<file path="config.mk">
export PLATFORM = sky130hd
export DESIGN_NAME = incl_regs
export DESIGN_NICKNAME = d
export VERILOG_FILES = /design/src/hdl/incl_pkg.sv /design/src/hdl/incl_regs.sv
export VERILOG_INCLUDE_DIRS = /design/src /design/src/hdl
export SDC_FILE = /design/constraint.sdc
export NUM_CORES = 2
export LEC_CHECK = 0
export ABC_AREA = 1
export ABC_CLOCK_PERIOD_IN_PS = 21300
export CAP_MARGIN = 5
export CORE_ASPECT_RATIO = 0.6
export CORE_UTILIZATION = 50
export CTS_CLUSTER_SIZE = 10
export DETAILED_ROUTE_END_ITERATION = 10
export DONT_BUFFER_PORTS = 1
export HOLD_SLACK_MARGIN = 0.05
export MAX_ROUTING_LAYER = met4
export PLACE_DENSITY = 0.64
export SLEW_MARGIN = 5
export SYNTH_ARGS = -nofsm -noshare
export SYNTH_HDL_FRONTEND = slang
export SYNTH_SLANG_ARGS = --single-unit
export TNS_END_PERCENT = 20
</file>
<file path="constraint.sdc">
create_clock -name core_clk_i -period 21.3 [get_ports core_clk_i]
set_clock_uncertainty 0.05 [all_clocks]
set_input_delay 1.065 -clock core_clk_i [delete_from_list [all_inputs] [get_ports core_clk_i]]
set_output_delay 1.065 -clock core_clk_i [all_outputs]
set_load 0.02 [all_outputs]
</file>
<file path="src/hdl/incl_cfg.svh">
`ifndef INCL_CFG_SVH
`define INCL_CFG_SVH

// ****************************************************************
// register byte addresses (low byte even, high byte odd)
// ****************************************************************
`define ADDR_ACCEL_X_NULL 7'h10
`define ADDR_ACCEL_Y_NULL 7'h12
`define ADDR_INCL_X_NULL 7'h14
`define ADDR_INCL_Y_NULL 7'h16
`define ADDR_ROTATION_OFFSET_NULL 7'h18
`define ADDR_ALM1_THR 7'h20
`define ADDR_ALM2_THR 7'h22
`define ADDR_ALM1_SMPL 7'h24
`define ADDR_ALM2_SMPL 7'h26
`define ADDR_ALARM_CONTROL 7'h28
`define ADDR_DAC_CODE 7'h30
`define ADDR_STATUS 7'h3c
`define ADDR_COMMAND 7'h3e

// ****************************************************************
// writable bit masks and reset values
// ****************************************************************
`define MASK_DAC 16'h0fff
`define MASK_ACCEL_NULL 16'h0fff
`define MASK_ANGLE_NULL 16'h3fff
`define MASK_THR 16'hbfff
`define MASK_SMPL 16'h00ff
`define MASK_CTRL 16'hff37
`define MASK_STATUS 16'h032f
`define SMPL_RESET 16'h0001

// ****************************************************************
// command bits
// ****************************************************************
`define CMD_AUTONULL 0
`define CMD_RESTORE 1
`define CMD_DAC_LATCH 2
`define CMD_BACKUP 3
`define CMD_CLR_STATUS 4
`define CMD_SOFT_RESET 7

// ****************************************************************
// status bits
// ****************************************************************
`define ST_SUP_LOW 0
`define ST_SUP_HIGH 1
`define ST_BACKUP_FAIL 2
`define ST_LINK_FAIL 3
`define ST_SELFTEST 5
`define ST_ALM1 8

// ****************************************************************
// alarm control fields (alarm 2 source and rate sit one step above alarm 1, its filter bit one bit above)
// ****************************************************************
`define CTL_IND_SEL 0
`define CTL_IND_POL 1
`define CTL_IND_EN 2
`define CTL_FILT1 4
`define CTL_SRC1_LSB 8
`define CTL_RATE1 11
`define CTL_CH_STEP 4
`define THR_DIR_BIT 15
`define SRC_SUPPLY 3'h1
`define SRC_TEMP 3'h4

// ****************************************************************
// timing
// ****************************************************************
`define CLK_HZ 20000000
`define BACKUP_TIME_MS 50
`define BK_CNT_W 24

`endif

</file>
<file path="src/hdl/incl_pkg.sv">
package incl_pkg;
`include "incl_cfg.svh"

  typedef enum logic [1:0]
  {
    BK_IDLE = 2'b01,
    BK_BUSY = 2'b10
  } backup_state_t;

  // everything that is backed up and reloaded by soft reset
  typedef struct packed {
    logic [4:0][15:0] nulls;
    logic [1:0][15:0] thr;
    logic [1:0][15:0] smpl;
    logic [15:0] ctrl;
  } cfg_t;

  typedef struct packed {
    logic [15:0] prev;
    logic prev_ok;
    logic [7:0] cnt;
    logic [25:0] sum;
    logic active;
  } alarm_ch_t;

  typedef struct packed {
    logic [15:0] dac_code;
    logic [11:0] dac_latch;
    cfg_t cfg;
    cfg_t nv;
    logic [15:0] status;
    alarm_ch_t [1:0] ch;
    logic [1:0] line;
    logic [1:0] line_en;
    logic [15:0] rdata;
    backup_state_t bk;
    logic [`BK_CNT_W-1:0] bk_cnt;
    logic bk_bad;
  } state_t;

endpackage

</file>
<file path="src/hdl/incl_regs.sv">
`timescale 1ns/1ps
`include "incl_cfg.svh"
module incl_regs
#(
  parameter int BACKUP_CYCLES = `BACKUP_TIME_MS * (`CLK_HZ / 1000)
)
(
  input wire logic core_clk_i, // 20 MHz core clock
  input wire logic arst_n_i, // async reset, active low
  input wire logic [6:0] reg_addr_i, // register byte address
  input wire logic reg_wr_i, // byte write strobe
  input wire logic [7:0] reg_wdata_i, // byte write data
  input wire logic reg_rd_i, // word read strobe
  output logic [15:0] reg_rdata_o, // read data, next cycle
  input wire logic sample_tick_i, // one pulse per internal sample
  input wire logic [6:0][13:0] raw_data_i, // unfiltered outputs
  input wire logic [6:0][13:0] filt_data_i, // moving-average outputs
  input wire logic selftest_err_i, // self-test failure
  input wire logic link_err_i, // serial link failure
  input wire logic supply_high_i, // supply above upper limit
  input wire logic supply_low_i, // supply below lower limit
  output logic [11:0] dac_level_o, // latched dac code
  output logic digital_line_one_o, // indicator level, line one
  output logic digital_line_one_oe_o, // line one driven
  output logic digital_line_two_o, // indicator level, line two
  output logic digital_line_two_oe_o, // line two driven
  output logic backup_busy_o // nonvolatile backup running
);
  import incl_pkg::*;

  state_t q;
  state_t d;

  // ****************************************************************
  // helpers
  // ****************************************************************
  // supply and temperature are unsigned 12-bit, the rest 14-bit signed
  function automatic logic signed [15:0] src_val(
    input logic [2:0] sel,
    input logic [13:0] v
  );
    if (sel == `SRC_SUPPLY || sel == `SRC_TEMP)
      src_val = {4'h0, v[11:0]};
    else
      src_val = {{2{v[13]}}, v};
  endfunction

  function automatic logic cmp_hit(
    input logic signed [25:0] x,
    input logic signed [25:0] lim,
    input logic gt
  );
    cmp_hit = gt ? (x > lim) : (x < lim);
  endfunction

  function automatic logic [8:0] eff_count(
    input logic [15:0] smpl
  );
    if (smpl[7:1] == 7'h00)
      eff_count = 9'h001;
    else
      eff_count = {1'b0, smpl[7:0]};
  endfunction

  // source codes 1..7 pick data ports 0..6; code 0 is parked on port 0
  // so a disabled alarm never indexes past the port array
  function automatic logic [2:0] src_index(
    input logic [2:0] sel
  );
    if (sel == 3'h0)
      src_index = 3'h0;
    else
      src_index = sel - 3'h1;
  endfunction

  // ****************************************************************
  // register map
  // ****************************************************************
  // each 16-bit register answers on both byte addresses of its word, except that command writes act only at the even byte
  function automatic logic [6:0] word_addr(
    input logic [6:0] a
  );
    word_addr = {a[6:1], 1'b0};
  endfunction

  function automatic logic [15:0] reg_read(
    input state_t s,
    input logic [6:0] a
  );
    unique case (word_addr(a))
      `ADDR_ACCEL_X_NULL: reg_read = s.cfg.nulls[0];
      `ADDR_ACCEL_Y_NULL: reg_read = s.cfg.nulls[1];
      `ADDR_INCL_X_NULL: reg_read = s.cfg.nulls[2];
      `ADDR_INCL_Y_NULL: reg_read = s.cfg.nulls[3];
      `ADDR_ROTATION_OFFSET_NULL: reg_read = s.cfg.nulls[4];
      `ADDR_ALM1_THR: reg_read = s.cfg.thr[0];
      `ADDR_ALM2_THR: reg_read = s.cfg.thr[1];
      `ADDR_ALM1_SMPL: reg_read = s.cfg.smpl[0];
      `ADDR_ALM2_SMPL: reg_read = s.cfg.smpl[1];
      `ADDR_ALARM_CONTROL: reg_read = s.cfg.ctrl;
      `ADDR_DAC_CODE: reg_read = s.dac_code;
      `ADDR_STATUS: reg_read = s.status;
      // command register is write only; unmapped reads give zero
      default: reg_read = 16'h0000;
    endcase
  endfunction

  // ****************************************************************
  // next state
  // ****************************************************************
  always_comb
  begin
    logic [15:0] cur_word;
    logic [15:0] wv;
    logic [7:0] cmd;
    logic [2:0] sel;
    logic [13:0] sample;
    logic signed [15:0] cur;
    logic signed [15:0] thr;
    logic [8:0] nsmp;
    logic signed [25:0] sum_n;
    logic signed [25:0] lim;
    logic act;
    logic lvl;
    d = q;
    cur_word = reg_read(q, reg_addr_i);
    wv = reg_addr_i[0] ? {reg_wdata_i, cur_word[7:0]}
                       : {cur_word[15:8], reg_wdata_i};
    cmd = 8'h00;

    // ****************************************************************
    // register writes
    // ****************************************************************
    if (reg_wr_i)
    begin
      unique case (word_addr(reg_addr_i))
        `ADDR_ACCEL_X_NULL: d.cfg.nulls[0] = wv & `MASK_ACCEL_NULL;
        `ADDR_ACCEL_Y_NULL: d.cfg.nulls[1] = wv & `MASK_ACCEL_NULL;
        `ADDR_INCL_X_NULL: d.cfg.nulls[2] = wv & `MASK_ANGLE_NULL;
        `ADDR_INCL_Y_NULL: d.cfg.nulls[3] = wv & `MASK_ANGLE_NULL;
        `ADDR_ROTATION_OFFSET_NULL: d.cfg.nulls[4] = wv & `MASK_ANGLE_NULL;
        `ADDR_ALM1_THR: d.cfg.thr[0] = wv & `MASK_THR;
        `ADDR_ALM2_THR: d.cfg.thr[1] = wv & `MASK_THR;
        `ADDR_ALM1_SMPL: d.cfg.smpl[0] = wv & `MASK_SMPL;
        `ADDR_ALM2_SMPL: d.cfg.smpl[1] = wv & `MASK_SMPL;
        `ADDR_ALARM_CONTROL: d.cfg.ctrl = wv & `MASK_CTRL;
        `ADDR_DAC_CODE: d.dac_code = wv & `MASK_DAC;
        `ADDR_COMMAND:
        begin
          if (!reg_addr_i[0])
            cmd = reg_wdata_i;
        end
        default: ;
      endcase
    end

    // ****************************************************************
    // register reads
    // ****************************************************************
    if (reg_rd_i)
    begin
      // a read sees the word as it stood before this edge
      d.rdata = cur_word;
      if (word_addr(reg_addr_i) == `ADDR_STATUS)
        d.status = 16'h0000;
    end

    // ****************************************************************
    // global commands
    // ****************************************************************
    // latch on command
    if (cmd[`CMD_DAC_LATCH])
      d.dac_latch = q.dac_code[11:0];
    if (cmd[`CMD_RESTORE])
      d.cfg.nulls = '0;
    if (cmd[`CMD_AUTONULL])
    begin
      d.cfg.nulls[0] = 16'(-$signed(raw_data_i[1])) & `MASK_ACCEL_NULL;
      d.cfg.nulls[1] = 16'(-$signed(raw_data_i[2])) & `MASK_ACCEL_NULL;
      d.cfg.nulls[2] = 16'(-$signed(raw_data_i[4])) & `MASK_ANGLE_NULL;
      d.cfg.nulls[3] = 16'(-$signed(raw_data_i[5])) & `MASK_ANGLE_NULL;
      d.cfg.nulls[4] = 16'(-$signed(raw_data_i[6])) & `MASK_ANGLE_NULL;
    end
    if (cmd[`CMD_CLR_STATUS])
      d.status = 16'h0000;

    // ****************************************************************
    // nonvolatile backup
    // ****************************************************************
    unique case (q.bk)
      BK_IDLE:
      begin
        if (cmd[`CMD_BACKUP] && !q.status[`ST_BACKUP_FAIL])
        begin
          d.bk = BK_BUSY;
          d.bk_cnt = '0;
          d.bk_bad = 1'b0;
        end
      end
      BK_BUSY:
      begin
        // a supply fault in any busy cycle spoils the whole backup
        // supply must stay in range
        d.bk_bad = q.bk_bad | supply_high_i | supply_low_i;
        d.bk_cnt = q.bk_cnt + 1'b1;
        if (q.bk_cnt == `BK_CNT_W'(BACKUP_CYCLES - 1))
        begin
          d.bk = BK_IDLE;
          if (d.bk_bad)
            d.status[`ST_BACKUP_FAIL] = 1'b1;
          else
            d.nv = q.cfg;
        end
      end
      default: d.bk = BK_IDLE;
    endcase

    // ****************************************************************
    // alarm engine
    // ****************************************************************
    for (int i = 0; i < 2; i++)
    begin
      sel = q.cfg.ctrl[`CTL_SRC1_LSB + `CTL_CH_STEP * i +: 3];
      if (q.cfg.ctrl[`CTL_FILT1 + i])
        sample = filt_data_i[src_index(sel)];
      else
        sample = raw_data_i[src_index(sel)];
      cur = src_val(sel, sample);
      thr = src_val(sel, q.cfg.thr[i][13:0]);
      nsmp = eff_count(q.cfg.smpl[i]);
      sum_n = $signed(q.ch[i].sum) + 26'(cur)
              - 26'($signed(q.ch[i].prev));
      // both factors widened first so the product keeps its top bits
      lim = 26'(thr) * $signed({17'h00000, nsmp});
      // a disabled alarm forgets its history; re-enabling starts clean
      if (sel == 3'h0)
        d.ch[i] = '0;
      else if (sample_tick_i)
      begin
        // prev is kept in both modes so rate mode starts with history
        d.ch[i].prev = cur;
        d.ch[i].prev_ok = 1'b1;
        if (!q.cfg.ctrl[`CTL_RATE1 + `CTL_CH_STEP * i])
        begin
          d.ch[i].active = cmp_hit(26'(cur), 26'(thr),
                                   q.cfg.thr[i][`THR_DIR_BIT]);
          d.ch[i].sum = '0;
          d.ch[i].cnt = '0;
        end
        else if (q.ch[i].prev_ok)
        begin
          // average of differences
          // sum > thr*n stands in for sum/n > thr, no divider needed
          if (9'(q.ch[i].cnt) + 9'h001 >= nsmp)
          begin
            d.ch[i].active = cmp_hit(sum_n, lim,
                                     q.cfg.thr[i][`THR_DIR_BIT]);
            d.ch[i].sum = '0;
            d.ch[i].cnt = '0;
          end
          else
          begin
            d.ch[i].sum = sum_n;
            d.ch[i].cnt = q.ch[i].cnt + 1'b1;
          end
        end
        if (d.ch[i].active)
          d.status[`ST_ALM1 + i] = 1'b1;
      end
    end

    // ****************************************************************
    // sample-time flags (set after the read and clear-status command clears so they win over those, but before soft reset)
    // ****************************************************************
    if (sample_tick_i)
    begin
      if (selftest_err_i)
        d.status[`ST_SELFTEST] = 1'b1;
      if (link_err_i)
        d.status[`ST_LINK_FAIL] = 1'b1;
      if (supply_high_i)
        d.status[`ST_SUP_HIGH] = 1'b1;
      if (supply_low_i)
        d.status[`ST_SUP_LOW] = 1'b1;
    end
    d.status = d.status & `MASK_STATUS;

    // ****************************************************************
    // indicator line
    // ****************************************************************
    // indicator drive
    act = d.ch[0].active | d.ch[1].active;
    lvl = q.cfg.ctrl[`CTL_IND_POL] ? act : ~act;
    // the unselected line stays undriven and low
    d.line = '0;
    d.line_en = '0;
    if (q.cfg.ctrl[`CTL_IND_EN])
    begin
      d.line[q.cfg.ctrl[`CTL_IND_SEL]] = lvl;
      d.line_en[q.cfg.ctrl[`CTL_IND_SEL]] = 1'b1;
    end

    // ****************************************************************
    // soft reset overrides everything else in the same write
    // ****************************************************************
    // reload from backup
    if (cmd[`CMD_SOFT_RESET])
    begin
      d.cfg = q.nv;
      d.dac_code = 16'h0000;
      d.dac_latch = 12'h000;
      d.status = 16'h0000;
      d.ch = '0;
      d.line = '0;
      d.line_en = '0;
      d.bk = BK_IDLE;
      d.bk_cnt = '0;
      d.bk_bad = 1'b0;
    end
  end

  // ****************************************************************
  // state register
  // ****************************************************************
  always_ff @(posedge core_clk_i or negedge arst_n_i)
  begin
    if (!arst_n_i)
    begin
      q <= '0;
      // backup copy starts at the live defaults, so early soft reset is safe
      q.cfg.smpl <= {2{`SMPL_RESET}};
      q.nv.smpl <= {2{`SMPL_RESET}};
      q.bk <= BK_IDLE;
    end
    else
      q <= d;
  end

  // ****************************************************************
  // outputs
  // ****************************************************************
  // every output is a plain copy of a state flip-flop
  assign reg_rdata_o = q.rdata;
  assign dac_level_o = q.dac_latch;
  assign digital_line_one_o = q.line[0];
  assign digital_line_one_oe_o = q.line_en[0];
  assign digital_line_two_o = q.line[1];
  assign digital_line_two_oe_o = q.line_en[1];
  assign backup_busy_o = q.bk[1];

endmodule

</file>
After elaboration in Yosys (flattened, before gate mapping)
Index checks and enable logic that the tools add are counted.

storage, ports and cells
  input bits = 220
  output and inout bits = 33
  register bits after elaboration = 509
  word-level logic and storage cells = 238

cells by class
  $mul = 2
  equality and inequality tests = 24
  reductions and logical operators = 42
  add/sub/neg operators = 16
  muxes and demuxes = 93
  order comparisons = 16
  bitwise gates (word level) = 6

operator list
  cell                count
  $mux 35             8
  $mux 16             17
  $mux 52             4
  $pmux 16 s12        1
  $mux 188            1
  $bmux 14 s3         4
  $mux 160            1
  $mux 80             2
  $mux 118            1
  $mux 14             6
  $mux 34             2
  $mux 27             2
  $add 26x16->26      2
  $gt 26x26->1        2
  $lt 26x26->1        2
  $sub 26x16->26      2
  $mul 16x9->25       2
  $pmux 25 s2         1
  $eq 6x5->1 const B  8
  $neg 14->14         3
  $mux 8              5
  $gt 16x16->1        2
  $lt 16x16->1        2
  $eq 6x4->1 const B  5
  other kinds (37)    114

Longest topological paths before layout
  depth after elaboration = 24
  gate-level depth with buffers = 43
  depth with buffers taken out = 42

Worst setup path before layout
OpenSTA, ideal clock, no wires.

  path type = reg2reg
  start = reg q[360] (netlist bit)
  end = reg q, in the netlist digital_line_one_o
  library setup time = 117 ps
  cell stages (with the launch flop) = 43
  path buffers = 2
  path slack = 14654 ps
  clock period less this slack = 6646 ps
  data required time = 21133 ps
  arrival = 6479 ps
  cells stage by stage = dfrtp_1 clkbuf_1 inv_1 nand4_1 nor4_1 nor2_1 inv_1 clkbuf_1 nand2_1 fa_1 inv_1 fa_1 fa_1 inv_1 fa_1 inv_1 ha_1 a21o_1 [7 not listed] o21ai_0 xnor2_1 ha_1 nand2_1 nor2_1 nand3_1 nor2_1 nand2_1 nand3_1 nand2_1 nand2_1 nand2_1 nand3_1 nand2_1 a21boi_0 nand3_1 nand2_1 nor2_1

RTL lines
  item             line             text
  start, declared  incl_regs.sv:31  state_t q;

==> results.sh <==
export IMPL_die_area_um2=85800
export IMPL_pwr_density_cell_nw_per_um2=151
export IMPL_synthSimpleGateAreaFrac_pct=19.2
export IMPL_fmax_ghz=0.119
export IMPL_post_dp_hpwl_um=117000
export IMPL_grt_pass1_vias=35700
export IMPL_post_route_util_pct=53.3
export IMPL_postLayoutCellArea_um2=44500
export IMPL_die_w_um=378
export IMPL_synth_ff_type="dfrtp_1"
export IMPL_final_common_cell="nand2_1"
export IMPL_drc=0
export IMPL_syn_area_per_cell_um2=7.42
export IMPL_grt_max_degree=371
export IMPL_hold_viol_final=0
export IMPL_ys_async_sr_fraction_pct=100
export IMPL_clock_latency_ns=0.70
export IMPL_worst_setup_path_end_kind="register"
export IMPL_yosys_area_top_type_share_pct=29.2
export IMPL_ys_warnings_count=0
export IMPL_synth_adder_area_share_pct=18.8
export IMPL_drv_cap=0
export IMPL_syn_nets=6416
export IMPL_crit_top_cell="nand2_1"
export IMPL_period_minus_slack_ns=8.44
export IMPL_synth_edf_count=0
export IMPL_synth_top_family_by_area="simple AND/OR/NAND/NOR gates"
export IMPL_wl_per_cell_um=22.8
export IMPL_yosysTopAreaCell="dfrtp_1"
export IMPL_grt_pass1_wl_um=231000
export IMPL_drt_pass1_iter_count=6
export IMPL_path_class="reg -> reg"
export IMPL_synth_xor_area_share_pct=2.28
export IMPL_cts_tree="built"
export IMPL_synth_seq_cells=498
export IMPL_status="complete, but fails checks"
export IMPL_fin_nets=6241
export IMPL_ant_nets=0
export IMPL_postSynthCellCount=5702
export IMPL_yosys_mux_area_fraction_pct=0.396
export IMPL_maxSlewViolCount=90
export IMPL_p_leak_nw=22.6
export IMPL_cts_sinks=498
export IMPL_min_period_over_period_pct=39.6
export IMPL_area_growth_pct=5.23
export IMPL_ios=253
export IMPL_vdd_drop_max_mv=0.142
export IMPL_setup_viol=0
export IMPL_post_cts_resized=0
export IMPL_setup_worst_path_start_class="register"
export IMPL_crit_fanout=51
export IMPL_setup_tns_ns=0
export IMPL_cts_max_level=2
export IMPL_grt_overflow=0
export IMPL_ys_top_cells_by_area="dfrtp_1, fa_1, nand2_1, inv_1, ha_1"
export IMPL_required_ns=21.79
export IMPL_place_congestion=1.08
export IMPL_maxSlewHeadroom_pct=-6.36
export IMPL_drtIter0Drc=5369
export IMPL_worst_path_buf_inv=4
export IMPL_rows=82
export IMPL_dpl_cell_area_um2=42800
export IMPL_violations="max-slew violations"
export IMPL_drive_gt1_share_pct=3.59
export IMPL_critical_path_depth=34
export IMPL_ys_seq_area_share_pct=29.5
export IMPL_r2r_cells=34
export IMPL_root_buffer="clkbuf_16"
export IMPL_critPathArrivalTime_ns=8.93
export IMPL_antenna_found_initial=4
export IMPL_rsz0062_at_grt="false"
export IMPL_cts_path_max_buffers=3
export IMPL_crit_family="compound AO/OA/AOI/OAI gates"
export IMPL_cp_slowest_cell="a21oi_1"
export IMPL_synth_compound_area_share_pct=17.4
export IMPL_port_buffers=0
export IMPL_path_clk_slew_ns=0.06
export IMPL_finalPower_mw=6.72
export IMPL_start_util_pct=50.6
export IMPL_worst_pin_slew_ns=1.60
export IMPL_avgViaCountPerCell=5.83
export IMPL_track_usage_pct=37.0
export IMPL_numCtsBuffers=58
export IMPL_min_path_type="in -> async"
export IMPL_synth_cell_type_count=69
export IMPL_syn_area_um2=42300
export IMPL_coreArea_um2=83600
export IMPL_dieHeight_um=227
export IMPL_wl_um=152000
export IMPL_most_common_layout_cells="nand2_1, inv_1, o21ai_0"
export IMPL_vias=39000
export IMPL_cp_slowest_stage_delay_ns=1.11
[path summary, 6_finish.rpt]
| path | start | end | slack, ns |
|---|---|---|---|
| min | arst_n_i | q[415] | 0.11 |
| max in group asynchronous | arst_n_i | q[71] | 19.85 |
| min reg2reg | q[194] | q[354] | 0.41 |
| max | q[339] | digital_line_one_o | 12.86 |
| min in group core_clk_i | reg_rd_i | reg_rdata_o[5] | 0.40 |
| max reg2reg | q[339] | digital_line_one_o | 12.86 |
[routing by layer]
| layer | global-route usage [%] | vias to the layer above | wire [µm] |
|---|---|---|---|
| met5 | - | - | 0 |
| met4 | 6.96 | 0 | 3360 |
| met3 | 13.5 | 241 | 22100 |
| met2 | 46.3 | 2153 | 56700 |
| met1 | 55.6 | 18600 | 70200 |
| li1 | - | 18000 | - |
[synth_stat cells, types with 6 or more instances]
master    count
a21oi_1     283
nand4_1      36
nor2_1      428
o21ai_1      37
fa_1        236
o311ai_1      7
o21ai_0     558
o21a_1        7
xnor2_1      40
buf_2        77
nor2_4        6
mux2_2       14
inv_2        13
nand2_2       9
inv_1      1039
o21bai_1     11
nand2_1    1158
nand3_1     199
clkbuf_1    152
o211ai_1    103
or2_2         6
ha_1        258
dfrtp_1     493
o221ai_1     27
xor2_1       70
buf_4        41
o31ai_1      22
o22ai_1     110
nor3_1       65
o21ai_2       6
nor4_1       22
a31oi_1      71
a221oi_1      9
a21o_1       12
nor2_2        7
[per-stage QoR]
step | std cells | hold slack, ns | worst slack (ns)
4_1_cts | 6680 | 0.0602 | 13.00
6_report | 6689 | 0.114 | 12.86
2_1_floorplan | 5702 | 0.398 | 14.65
5_1_grt | 6689 | 0.0956 | 12.32
3_5_place_dp | 6599 | 0.418 | 13.03
3_3_place_gp | 6598 | 0.408 | 13.02
[report_power, final]
group | switching (mW) | internal, mW
clock | 0.431 | 0.525
sequential | 0.144 | 1.05
combinational | 2.97 | 1.60
total | 3.54 | 3.18
[cells by family after synthesis]
family,after synthesis
simple gates,1959
buf+inv,1333
compound gates,1293
flops,498
fa+ha+maj,494
xor+xnor,110
mux,15
[state kept, by name (all words and copies together), names as in the netlist]
| signal | cells |
|---|---|
| digital_line_two_o | 1 |
| backup_busy_o | 1 |
| digital_line_one_o | 1 |
| dac_level_o | 12 |
| digital_line_one_oe_o | 1 |
| digital_line_two_oe_o | 1 |
| q | 465 |
| reg_rdata_o | 16 |
[final cells by class]
class | instances | area [µm²]
Sequential cell | 498 | 12500
Antenna cell | 8 | 20.0
Multi-Input combinational cell | 3871 | 24600
Timing Repair Buffer | 44 | 365
Inverter | 1054 | 3960
Clock buffer | 74 | 1570
Fill cell | 8087 | 39100
Tap cell | 1134 | 1420
Clock inverter | 6 | 138
[timing repair]
item                      4_1_cts  5_1_grt
hold buffers                    1        1
hold endpoints to repair      129        6
setup buffers                   0        0
(Power assumes the default switching activity.)
